--- src/nvm_pkg.sv ---
// Purpose: Shared constants for the nonvolatile write control block.
// Assumes: 12-bit special function register addresses, byte-wide data.
// Notes:   Constants below set the behaviour the block keeps.

package nvm_pkg;

    // ****************************************
    // Register offsets
    // ****************************************
    localparam logic [11:0] OFF_INT_ENABLE_TWO = 12'hfa0;
    localparam logic [11:0] OFF_INT_FLAGS_TWO = 12'hfa1;
    localparam logic [11:0] OFF_INT_PRIORITY_TWO = 12'hfa2;
    localparam logic [11:0] OFF_EEPROM_BYTE = 12'hfa8;
    localparam logic [11:0] OFF_EEPROM_LOCATION = 12'hfa9;
    localparam logic [11:0] OFF_NVM_CONTROL = 12'hfa6;
    localparam logic [11:0] OFF_NVM_UNLOCK = 12'hfa7;
    localparam logic [11:0] OFF_INTERRUPT_CONTROL = 12'hff2;
    localparam logic [11:0] OFF_TABLE_LATCH = 12'hff5;
    localparam logic [11:0] OFF_TABLE_PTR_LOW = 12'hff6;
    localparam logic [11:0] OFF_TABLE_PTR_HIGH = 12'hff7;
    localparam logic [11:0] OFF_TABLE_PTR_UPPER = 12'hff8;

    // ****************************************
    // Control register fields
    // ****************************************
    localparam int CTRL_SPACE_FLASH = 7;
    localparam int CTRL_SPACE_CONFIG = 6;
    localparam int CTRL_ROW_ERASE = 4;
    localparam int CTRL_WRITE_ERROR = 3;
    localparam int CTRL_WRITE_ENABLE = 2;
    localparam int CTRL_WRITE_GO = 1;
    localparam int CTRL_READ_GO = 0;
    localparam int FLAGS_WRITE_DONE = 4;

    // ****************************************
    // Reset values and unlock keys
    // ****************************************
    localparam logic [4:0] INT_ENABLE_TWO_RESET = 5'h00;
    localparam logic [4:0] INT_FLAGS_TWO_RESET = 5'h00;
    localparam logic [4:0] INT_PRIORITY_TWO_RESET = 5'h1f;
    localparam logic [7:0] BYTE_RESET = 8'h00;
    localparam logic [21:0] TABLE_PTR_RESET = 22'h000000;
    localparam logic [7:0] UNLOCK_KEY_FIRST = 8'h55;
    localparam logic [7:0] UNLOCK_KEY_SECOND = 8'haa;
    localparam logic [7:0] ERASED_BYTE = 8'hff;
    localparam logic [7:0] READ_ZERO = 8'h00;

    // ****************************************
    // Timing
    // ****************************************
    localparam int CLOCK_PERIOD_NS = 40;
    localparam int PHASE_TIME_NS = 2000;
    localparam int PHASE_CYCLES = (PHASE_TIME_NS + CLOCK_PERIOD_NS - 1) / CLOCK_PERIOD_NS;

    typedef enum logic [1:0] {UNLOCK_IDLE, UNLOCK_HALF, UNLOCK_ARMED} unlock_t;
    typedef enum logic [1:0] {OP_IDLE, OP_ERASE, OP_PROGRAM} op_state_t;

endpackage

--- src/eeprom_flash_write_control.sv ---
// Purpose: Special register front end for data EEPROM and flash writes.
// Assumes: One core clock; resetn covers all resets, powerOnReset marks POR.
// Notes:   Flash array lies outside; this block drives its strobes.
`timescale 1ns/10ps
`default_nettype none

module eeprom_flash_write_control #(
    parameter int unsigned PhaseCycles = nvm_pkg::PHASE_CYCLES,
    parameter int unsigned Depth = 256
) (
    input wire logic clock,
    input wire logic resetn,
    input wire logic powerOnReset,
    input wire logic externalResetPin,
    input wire logic watchdogTimerReset,
    input wire logic [11:0] sfrAddr,
    input wire logic sfrWrite,
    input wire logic [7:0] sfrWdata,
    output logic [7:0] sfrRdata,
    output logic cpuStall,
    output logic [21:0] nvmAddr,
    output logic [7:0] nvmData,
    output logic nvmSpaceFlash,
    output logic nvmSpaceConfig,
    output logic nvmEraseStrobe,
    output logic nvmProgStrobe
);

    // ****************************************
    // State
    // ****************************************
    logic [7:0] eepromByte_r;
    logic [7:0] eepromLocation_r;
    logic [7:0] tableLatch_r;
    logic [21:0] tablePointer_r;
    logic memorySpaceSelect_r;
    logic configSpaceSelect_r;
    logic rowErase_r;
    logic writeErrorFlag_r;
    logic writeEnableBit_r;
    logic writeGo_r;
    logic readGo_r;
    logic [4:0] intEnableTwo_r;
    logic [4:0] intFlagsTwo_r;
    logic [4:0] intPriorityTwo_r;
    logic [7:0] intControl_r;
    logic [7:0] opAddr_r;
    logic [7:0] opData_r;
    logic opIsEeprom_r;
    logic [7:0] eepromArray [Depth];
    nvm_pkg::unlock_t unlock_r;
    nvm_pkg::op_state_t state_r;
    logic phaseDone;
    logic eepromTarget;
    logic startWrite;
    logic startRead;
    logic phaseStart;
    logic finishWrite;
    logic [7:0] readValue;

    function automatic logic hit(input logic [11:0] addr, input logic [11:0] off);
        hit = (addr == off);
    endfunction
    function automatic logic wrHit(input logic [11:0] off);
        wrHit = sfrWrite && hit(sfrAddr, off);
    endfunction
    // ****************************************
    // Start and finish decode
    // ****************************************
    assign eepromTarget = !memorySpaceSelect_r && !configSpaceSelect_r;
    // Go is refused unless enabled and freshly unlocked
    assign startWrite = wrHit(nvm_pkg::OFF_NVM_CONTROL) && sfrWdata[nvm_pkg::CTRL_WRITE_GO]
        && writeEnableBit_r && (unlock_r == nvm_pkg::UNLOCK_ARMED)
        && (state_r == nvm_pkg::OP_IDLE);
    assign startRead = wrHit(nvm_pkg::OFF_NVM_CONTROL) && sfrWdata[nvm_pkg::CTRL_READ_GO]
        && (state_r == nvm_pkg::OP_IDLE) && !readGo_r;
    assign phaseStart = startWrite
        || (state_r == nvm_pkg::OP_ERASE && phaseDone && opIsEeprom_r);
    assign finishWrite = phaseDone
        && (state_r == nvm_pkg::OP_PROGRAM || !opIsEeprom_r);
    nvm_phase_timer #(
        .Cycles(PhaseCycles)
    ) phaseTimer (
        .clock(clock),
        .resetn(resetn),
        .start(phaseStart),
        .done(phaseDone)
    );

    // ****************************************
    // Unlock sequence tracker
    // ****************************************
    // Any other register write in between breaks the sequence
    always_ff @(posedge clock) begin
        if (!resetn) begin
            unlock_r <= nvm_pkg::UNLOCK_IDLE;
        end else if (sfrWrite) begin
            if (hit(sfrAddr, nvm_pkg::OFF_NVM_UNLOCK)
                && sfrWdata == nvm_pkg::UNLOCK_KEY_FIRST) begin
                unlock_r <= nvm_pkg::UNLOCK_HALF;
            end else if (hit(sfrAddr, nvm_pkg::OFF_NVM_UNLOCK)
                && sfrWdata == nvm_pkg::UNLOCK_KEY_SECOND
                && unlock_r == nvm_pkg::UNLOCK_HALF) begin
                unlock_r <= nvm_pkg::UNLOCK_ARMED;
            end else begin
                unlock_r <= nvm_pkg::UNLOCK_IDLE;
            end
        end
    end

    // ****************************************
    // Write sequencer
    // ****************************************
    always_ff @(posedge clock) begin
        if (!resetn) begin
            state_r <= nvm_pkg::OP_IDLE;
            opAddr_r <= 8'h00;
            opData_r <= 8'h00;
            opIsEeprom_r <= 1'b0;
        end else begin
            unique case (state_r)
                nvm_pkg::OP_IDLE: begin
                    if (startWrite) begin
                        opAddr_r <= eepromLocation_r;
                        opData_r <= eepromByte_r;
                        opIsEeprom_r <= eepromTarget;
                        if (eepromTarget || rowErase_r) begin
                            state_r <= nvm_pkg::OP_ERASE;
                        end else begin
                            state_r <= nvm_pkg::OP_PROGRAM;
                        end
                    end
                end
                nvm_pkg::OP_ERASE: begin
                    if (phaseDone) begin
                        state_r <= opIsEeprom_r ? nvm_pkg::OP_PROGRAM : nvm_pkg::OP_IDLE;
                    end
                end
                nvm_pkg::OP_PROGRAM: begin
                    if (phaseDone) begin
                        state_r <= nvm_pkg::OP_IDLE;
                    end
                end
                default: begin
                    state_r <= nvm_pkg::OP_IDLE;
                end
            endcase
        end
    end

    // ****************************************
    // Data EEPROM array
    // ****************************************
    // Nonvolatile contents: no reset on purpose
    always_ff @(posedge clock) begin
        if (startWrite && eepromTarget) begin
            eepromArray[eepromLocation_r] <= nvm_pkg::ERASED_BYTE;
        end else if (finishWrite && opIsEeprom_r) begin
            eepromArray[opAddr_r] <= opData_r;
        end
    end

    // ****************************************
    // Byte and location registers
    // ****************************************
    always_ff @(posedge clock) begin
        if (!resetn) begin
            eepromByte_r <= nvm_pkg::BYTE_RESET;
            eepromLocation_r <= nvm_pkg::BYTE_RESET;
        end else begin
            if (readGo_r && eepromTarget) begin
                eepromByte_r <= eepromArray[eepromLocation_r];
            end else if (wrHit(nvm_pkg::OFF_EEPROM_BYTE)) begin
                eepromByte_r <= sfrWdata;
            end
            if (wrHit(nvm_pkg::OFF_EEPROM_LOCATION)) begin
                eepromLocation_r <= sfrWdata;
            end
        end
    end

    // ****************************************
    // Control register
    // ****************************************
    // Space and erase bits are frozen while a write runs
    always_ff @(posedge clock) begin
        if (!resetn) begin
            if (powerOnReset) begin
                memorySpaceSelect_r <= 1'b0;
                configSpaceSelect_r <= 1'b0;
            end
            rowErase_r <= 1'b0;
            writeEnableBit_r <= 1'b0;
            writeGo_r <= 1'b0;
            readGo_r <= 1'b0;
        end else begin
            readGo_r <= startRead;
            if (finishWrite) begin
                writeGo_r <= 1'b0;
                if (!opIsEeprom_r && state_r == nvm_pkg::OP_ERASE) begin
                    rowErase_r <= 1'b0;
                end
            end else if (startWrite) begin
                writeGo_r <= 1'b1;
            end
            if (wrHit(nvm_pkg::OFF_NVM_CONTROL)) begin
                writeEnableBit_r <= sfrWdata[nvm_pkg::CTRL_WRITE_ENABLE];
                if (state_r == nvm_pkg::OP_IDLE) begin
                    memorySpaceSelect_r <= sfrWdata[nvm_pkg::CTRL_SPACE_FLASH];
                    configSpaceSelect_r <= sfrWdata[nvm_pkg::CTRL_SPACE_CONFIG];
                    rowErase_r <= sfrWdata[nvm_pkg::CTRL_ROW_ERASE];
                end
            end
        end
    end
    // Error flag survives warm resets so software can check it
    always_ff @(posedge clock) begin
        if (!resetn) begin
            if (powerOnReset) begin
                writeErrorFlag_r <= 1'b0;
            end else if (state_r != nvm_pkg::OP_IDLE
                && (externalResetPin || watchdogTimerReset)) begin
                writeErrorFlag_r <= 1'b1;
            end
        end else if (wrHit(nvm_pkg::OFF_NVM_CONTROL)) begin
            writeErrorFlag_r <= sfrWdata[nvm_pkg::CTRL_WRITE_ERROR];
        end
    end

    // ****************************************
    // Interrupt-related registers
    // ****************************************
    always_ff @(posedge clock) begin
        if (!resetn) begin
            intEnableTwo_r <= nvm_pkg::INT_ENABLE_TWO_RESET;
            intFlagsTwo_r <= nvm_pkg::INT_FLAGS_TWO_RESET;
            intPriorityTwo_r <= nvm_pkg::INT_PRIORITY_TWO_RESET;
            intControl_r <= 8'h00;
        end else begin
            if (wrHit(nvm_pkg::OFF_INT_ENABLE_TWO)) begin
                intEnableTwo_r <= sfrWdata[4:0];
            end
            if (wrHit(nvm_pkg::OFF_INT_PRIORITY_TWO)) begin
                intPriorityTwo_r <= sfrWdata[4:0];
            end
            if (wrHit(nvm_pkg::OFF_INTERRUPT_CONTROL)) begin
                intControl_r <= sfrWdata;
            end
            if (wrHit(nvm_pkg::OFF_INT_FLAGS_TWO)) begin
                intFlagsTwo_r <= sfrWdata[4:0];
            end
            // Completion beats a same-cycle software clear
            if (finishWrite) begin
                intFlagsTwo_r[nvm_pkg::FLAGS_WRITE_DONE] <= 1'b1;
            end
        end
    end

    // ****************************************
    // Table pointer and latch
    // ****************************************
    always_ff @(posedge clock) begin
        if (!resetn) begin
            tablePointer_r <= nvm_pkg::TABLE_PTR_RESET;
            tableLatch_r <= nvm_pkg::BYTE_RESET;
        end else begin
            if (wrHit(nvm_pkg::OFF_TABLE_PTR_LOW)) begin
                tablePointer_r[7:0] <= sfrWdata;
            end
            if (wrHit(nvm_pkg::OFF_TABLE_PTR_HIGH)) begin
                tablePointer_r[15:8] <= sfrWdata;
            end
            if (wrHit(nvm_pkg::OFF_TABLE_PTR_UPPER)) begin
                tablePointer_r[21:16] <= sfrWdata[5:0];
            end
            if (wrHit(nvm_pkg::OFF_TABLE_LATCH)) begin
                tableLatch_r <= sfrWdata;
            end
        end
    end

    // ****************************************
    // Flash side outputs
    // ****************************************
    always_ff @(posedge clock) begin
        if (!resetn) begin
            nvmAddr <= 22'h000000;
            nvmData <= 8'h00;
            nvmSpaceFlash <= 1'b0;
            nvmSpaceConfig <= 1'b0;
            nvmEraseStrobe <= 1'b0;
            nvmProgStrobe <= 1'b0;
            cpuStall <= 1'b0;
        end else begin
            nvmEraseStrobe <= startWrite && !eepromTarget && rowErase_r;
            nvmProgStrobe <= startWrite && !eepromTarget && !rowErase_r;
            if (startWrite && !eepromTarget) begin
                nvmAddr <= tablePointer_r;
                nvmData <= tableLatch_r;
                nvmSpaceFlash <= memorySpaceSelect_r;
                nvmSpaceConfig <= configSpaceSelect_r;
            end
            // Core halts for the whole flash operation
            cpuStall <= (startWrite && !eepromTarget)
                || (state_r != nvm_pkg::OP_IDLE && !opIsEeprom_r && !finishWrite);
        end
    end

    // ****************************************
    // Read-back
    // ****************************************
    always_comb begin
        readValue = nvm_pkg::READ_ZERO;
        unique case (sfrAddr)
            nvm_pkg::OFF_INT_ENABLE_TWO: readValue = {3'h0, intEnableTwo_r};
            nvm_pkg::OFF_INT_FLAGS_TWO: readValue = {3'h0, intFlagsTwo_r};
            nvm_pkg::OFF_INT_PRIORITY_TWO: readValue = {3'h0, intPriorityTwo_r};
            nvm_pkg::OFF_EEPROM_BYTE: readValue = eepromByte_r;
            nvm_pkg::OFF_EEPROM_LOCATION: readValue = eepromLocation_r;
            nvm_pkg::OFF_NVM_CONTROL: readValue = {memorySpaceSelect_r, configSpaceSelect_r,
                1'b0, rowErase_r, writeErrorFlag_r, writeEnableBit_r, writeGo_r, readGo_r};
            nvm_pkg::OFF_NVM_UNLOCK: readValue = nvm_pkg::READ_ZERO;
            nvm_pkg::OFF_INTERRUPT_CONTROL: readValue = intControl_r;
            nvm_pkg::OFF_TABLE_LATCH: readValue = tableLatch_r;
            nvm_pkg::OFF_TABLE_PTR_LOW: readValue = tablePointer_r[7:0];
            nvm_pkg::OFF_TABLE_PTR_HIGH: readValue = tablePointer_r[15:8];
            nvm_pkg::OFF_TABLE_PTR_UPPER: readValue = {2'h0, tablePointer_r[21:16]};
            default: readValue = nvm_pkg::READ_ZERO;
        endcase
    end
    always_ff @(posedge clock) begin
        if (!resetn) begin
            sfrRdata <= 8'h00;
        end else begin
            sfrRdata <= readValue;
        end
    end

endmodule
`default_nettype wire

--- src/nvm_phase_timer.sv ---
// Purpose: Self-timed phase counter for erase and program phases.
// Assumes: Start is a one-cycle pulse while the timer is idle.
// Notes:   Done is a one-cycle pulse; reset abandons a running phase.
`timescale 1ns/10ps
`default_nettype none

module nvm_phase_timer #(
    parameter int unsigned Cycles = nvm_pkg::PHASE_CYCLES
) (
    input wire logic clock,
    input wire logic resetn,
    input wire logic start,
    output logic done
);

    logic [15:0] count_r;
    logic running_r;

    // ****************************************
    // Countdown
    // ****************************************
    always_ff @(posedge clock) begin
        if (!resetn) begin
            count_r <= 16'h0000;
            running_r <= 1'b0;
            done <= 1'b0;
        end else begin
            done <= 1'b0;
            if (start) begin
                count_r <= 16'(Cycles - 1);
                running_r <= 1'b1;
            end else if (running_r) begin
                if (count_r == 16'h0000) begin
                    running_r <= 1'b0;
                    done <= 1'b1;
                end else begin
                    count_r <= count_r - 16'h0001;
                end
            end
        end
    end

endmodule

`default_nettype wire

--- config.mk ---
export PLATFORM = sky130hd
export DESIGN_NAME = eeprom_flash_write_control
export DESIGN_NICKNAME = d
export VERILOG_FILES = /design/src/nvm_pkg.sv /design/src/eeprom_flash_write_control.sv /design/src/nvm_phase_timer.sv
export SDC_FILE = /design/constraint.sdc
export NUM_CORES = 2
export LEC_CHECK = 0
export ABC_AREA = 0
export BUFFER_PORTS_ARGS = -buffer_cell sky130_fd_sc_hd__buf_2
export CAP_MARGIN = 20
export CORE_UTILIZATION = 50
export DETAILED_ROUTE_END_ITERATION = 12
export PLACE_DENSITY = 0.77
export SLEW_MARGIN = 20
export SYNTH_ARGS = -nofsm -noshare
export SYNTH_HDL_FRONTEND = slang
export SYNTH_HIERARCHICAL = 1
export SYNTH_SLANG_ARGS = --single-unit
--- constraint.sdc ---
create_clock -name clock -period 3.2 [get_ports clock]
set_clock_uncertainty 0.15 [all_clocks]
set_input_delay 0.64 -clock clock [delete_from_list [all_inputs] [get_ports clock]]
set_output_delay 0.64 -clock clock [all_outputs]
set_load 0.005 [all_outputs]
==> flow_metrics.py <==
metrics = {
    "run_status": {
        "status": "finished with violations",
        "failing_checks": "negative setup slack",
    },
    "die": {
        "initial_utilization": 0.505,
        "io_pins": 69,
        "fp-row-count": 152,
        "die_height_um": 419,
        "die-area_sq_um": 175000,
        "fp.coreArea_sq_um": 172000,
        "die-width_um": 419,
    },
    "worst_setup_path": {
        "critPathRequiredTime_ps": 3780,
        "crit_end": "eepromByte_r[2]",
        "crit_path_top_delay_cell": "sky130_fd_sc_hd__mux4_2",
        "cpPeakStageDelay_ps": 580,
        "setup.worst_path.class": "flop to flop",
        "cp-end-kind": "flop",
        "cp_data_arrival_time_ps": 3850,
        "reg2reg_depth": 10,
        "critPathMaxFanout": 12,
        "crit_chain": "buf_12, buf_4, buf_12, mux4_2, mux4_2, a22o_1, a211oi_2, buf_4, a311oi_1, o2bb2ai_1",
        "setup.reg_to_reg.worst_slack_ps": -70,
        "endpoint_of_the_most_critical_register_to_register_path": "eepromByte_r[2]",
        "worstSetupStartpointType": "flop",
    },
    "final_layout": {
        "layout_cell_share_with_drive_strength_beyond_1": 0.312,
        "layout_commonest_cell": "sky130_fd_sc_hd__edfxtp_1",
        "layout_area_overhead_pct": 18.1,
        "most-common-layout-cells": "sky130_fd_sc_hd__edfxtp_1, sky130_fd_sc_hd__buf_4, sky130_fd_sc_hd__mux4_2",
        "finalNetCount": 5352,
    },
    "clock_network": {
        "clock_latency_ps": 850,
        "htree_num_levels": 4,
        "cts_buffers": 204,
        "cts_tree": "done",
        "count_of_clock_tree_sinks": 2214,
        "path_clk_slew_ps": 60,
        "cts_buffer_depth": 3,
        "cts_root_buf": "sky130_fd_sc_hd__clkbuf_16",
    },
    "timing": {
        "final_setup_violation_count": 4,
        "maxSlewHeadroom": 0.378,
        "worst_setup_margin_ps": -73.4,
        "fmax_ghz": 0.305,
        "maxSlewViolCount": 0,
        "hold_viol": 0,
        "worst_hold_slack_ps": 61.0,
        "finalCritPeriodShare": 1.02,
        "rsz0062_at_grt": "true",
        "layout_min_cycle_time_ps": 3270,
        "worst_slew_pin_slew_ps": 929,
    },
    "drt": {
        "drt.antenna.violating_nets": 0,
        "dr_total_vias": 50000,
        "vias_per_cell": 6.40,
        "wirelength_mm": 239,
        "drt_iter0_drc": 7540,
        "average_wire_length_per_cell_after_detail_routing_um": 30.6,
        "remaining_drc_errors": 0,
        "detailed_router_iteration_count_before_antenna_repair": 7,
    },
    "global_route": {
        "initial_antenna_violation_count": 5,
        "via_count_of_the_first_global_routing_pass": 49400,
        "globalRoute.totalOverflow": 0,
        "grt_first_pass_wirelength_mm": 344,
        "global_route.usage.total": 0.273,
        "grt_start_max_net_pins": 157,
    },
    "min_path": {
        "timing.hold.worst.class": "input pin to flop",
    },
    "yosys": {
        "synth_nets": 4618,
        "synth.lib_cells_used.distinct": 79,
        "syn-instance-count": 4591,
        "mappedNetlistArea_sq_um": 86900,
        "ys_warn_count": 6,
        "synth_enable_flop_cells": 2051,
        "synth_async_sr_flop_share": 0,
        "dominantRegCellSynth": "sky130_fd_sc_hd__edfxtp_1",
        "syn_area_per_cell_sq_um": 18.9,
        "ys_seq_area_frac": 0.747,
        "ys_seq_elements": 2214,
    },
    "power": {
        "p_leak_nw": 24.5,
        "powerDensity_nw_per_um2": 538,
        "ir_worst_vdd_uv": 569,
    },
    "job": {
        "max_cap_viol": 0,
    },
    "placement": {
        "preCtsSetupSlack_ps": -585,
        "hpwl_mm": 153,
        "place_congestion": 0.977,
        "port-buffer-count": 68,
    },
}
==> cells by family (layout without fill, tap and decap cells) <==
family          after synthesis  in the layout  share of synthesized area
other cells                   0              1                          0
buf+inv                     287           1194                     0.0162
fa+ha+maj                     1              1                   0.000144
flops                      2214           2214                      0.747
simple gates                958            958                     0.0494
mux                         657            657                      0.149
xor+xnor                      1              1                   0.000101
compound gates              473            473                     0.0389
==> power breakdown <==
| part | internal (mW) | leakage (nW) | switching [mW] | total, mW |
|---|---|---|---|---|
| registers | 31.1 | 12.7 | 0.00460 | 31.1 |
| clock network | 13.3 | 3.19 | 10.6 | 23.9 |
| logic | 0.0519 | 8.59 | 0.0942 | 0.146 |
==> cell usage after synthesis (14+ instances only) <==
master,instances,area share
sky130_fd_sc_hd__mux2_2,21,0.0027
sky130_fd_sc_hd__a21boi_0,105,0.0091
sky130_fd_sc_hd__a22oi_1,54,0.0047
sky130_fd_sc_hd__nand3_1,129,0.0074
sky130_fd_sc_hd__nor2_1,311,0.013
sky130_fd_sc_hd__mux4_2,504,0.13
sky130_fd_sc_hd__mux2i_1,132,0.015
sky130_fd_sc_hd__buf_4,44,0.0038
sky130_fd_sc_hd__nor3_1,29,0.0017
sky130_fd_sc_hd__o22ai_1,28,0.0020
sky130_fd_sc_hd__a21oi_1,62,0.0036
sky130_fd_sc_hd__o221ai_1,16,0.0016
sky130_fd_sc_hd__buf_1,16,0.00069
sky130_fd_sc_hd__a221oi_1,17,0.0017
sky130_fd_sc_hd__a22o_1,14,0.0014
sky130_fd_sc_hd__buf_2,69,0.0040
sky130_fd_sc_hd__nand2_1,335,0.014
sky130_fd_sc_hd__edfxtp_1,2051,0.71
sky130_fd_sc_hd__nor2b_1,19,0.0014
sky130_fd_sc_hd__clkbuf_1,132,0.0057
sky130_fd_sc_hd__dfxtp_1,163,0.038
sky130_fd_sc_hd__o21ai_0,37,0.0021
sky130_fd_sc_hd__nand3b_1,16,0.0014
sky130_fd_sc_hd__a211oi_1,17,0.0015
sky130_fd_sc_hd__a31oi_1,27,0.0019
sky130_fd_sc_hd__nand2b_1,22,0.0016
==> stage by stage <==
stage	instances	instance area (sq um)	setup TNS (ps)	util	total power [mW]
4_1_cts	7795	102000	0	0.594	55.3
3_3_place_gp	7404	95400	-17430	0.554	31.9
5_1_grt	7808	103000	-202	0.596	56.3
6_report	7809	103000	-120	0.596	55.1
2_1_floorplan	4591	87000	-355420	-	31.8
3_5_place_dp	7404	95400	-17010	0.554	31.9
==> state kept, by name, indices dropped and copies added, names as in the netlist, 8 cells and up, named ones only <==
signal and flops:
eepromLocation_r 8, opAddr_r 8, nvmAddr 22, intControl_r 8, tablePointer_r 22, sfrRdata 8
phaseTimer/count_r 16, nvmData 8, opData_r 8, eepromArray 2048, tableLatch_r 8, eepromByte_r 8
==> layer usage <==
layer / vias to the layer above / GRT usage / part of all wire
met1: 25400 / 0.360 / 0.35
met5: - / 0 / 0.00021
li1: 20100 / - / -
met3: 734 / 0.0705 / 0.13
met2: 3759 / 0.423 / 0.47
met4: 8 / 0.139 / 0.057
==> cell type report <==
class                           count  area [sq um]
Fill cell                       11700         69600
Sequential cell                  2214         64900
Multi-Input combinational cell   2090         21100
Timing Repair Buffer              800          7140
Clock buffer                      261          5460
Tap cell                         2310          2890
Clock inverter                    118          1070
Inverter                           15          57.6
Antenna cell                        1          2.50
==> worst max-delay path, delay by kind of cell (launching register included) <==
kind / cells / cell delay, ps
multiplexers: 2 / 1090
AO/OA/AOI/OAI: 4 / 820
buffers and inverters: 4 / 680
flip-flops: 1 / 370
==> worst min-delay path by stage <==
stage,startpoint,slack [ps],end,cells past startpoint
2_1_floorplan,opData_r[2],290,opData_r[2],2
3_3_place_gp,nvmAddr[1],290,nvmAddr[1],2
3_5_place_dp,nvmAddr[8],300,nvmAddr[8],2
4_1_cts,sfrWdata[5],0.06,tableLatch_r[5],3
5_1_grt,sfrWdata[5],60,tableLatch_r[5],3
6_report,sfrWdata[3],60,tableLatch_r[3],3
==> repair_timing <==
action,4_1_cts,5_1_grt
setup buffers,7,13
endpoints found under the hold margin,11,0
hold buffers,5,0
pin swaps,1,10
setup endpoints to repair,31,15
resized for setup,33,56
No activity file was read; power rests on OpenSTA's default activity.
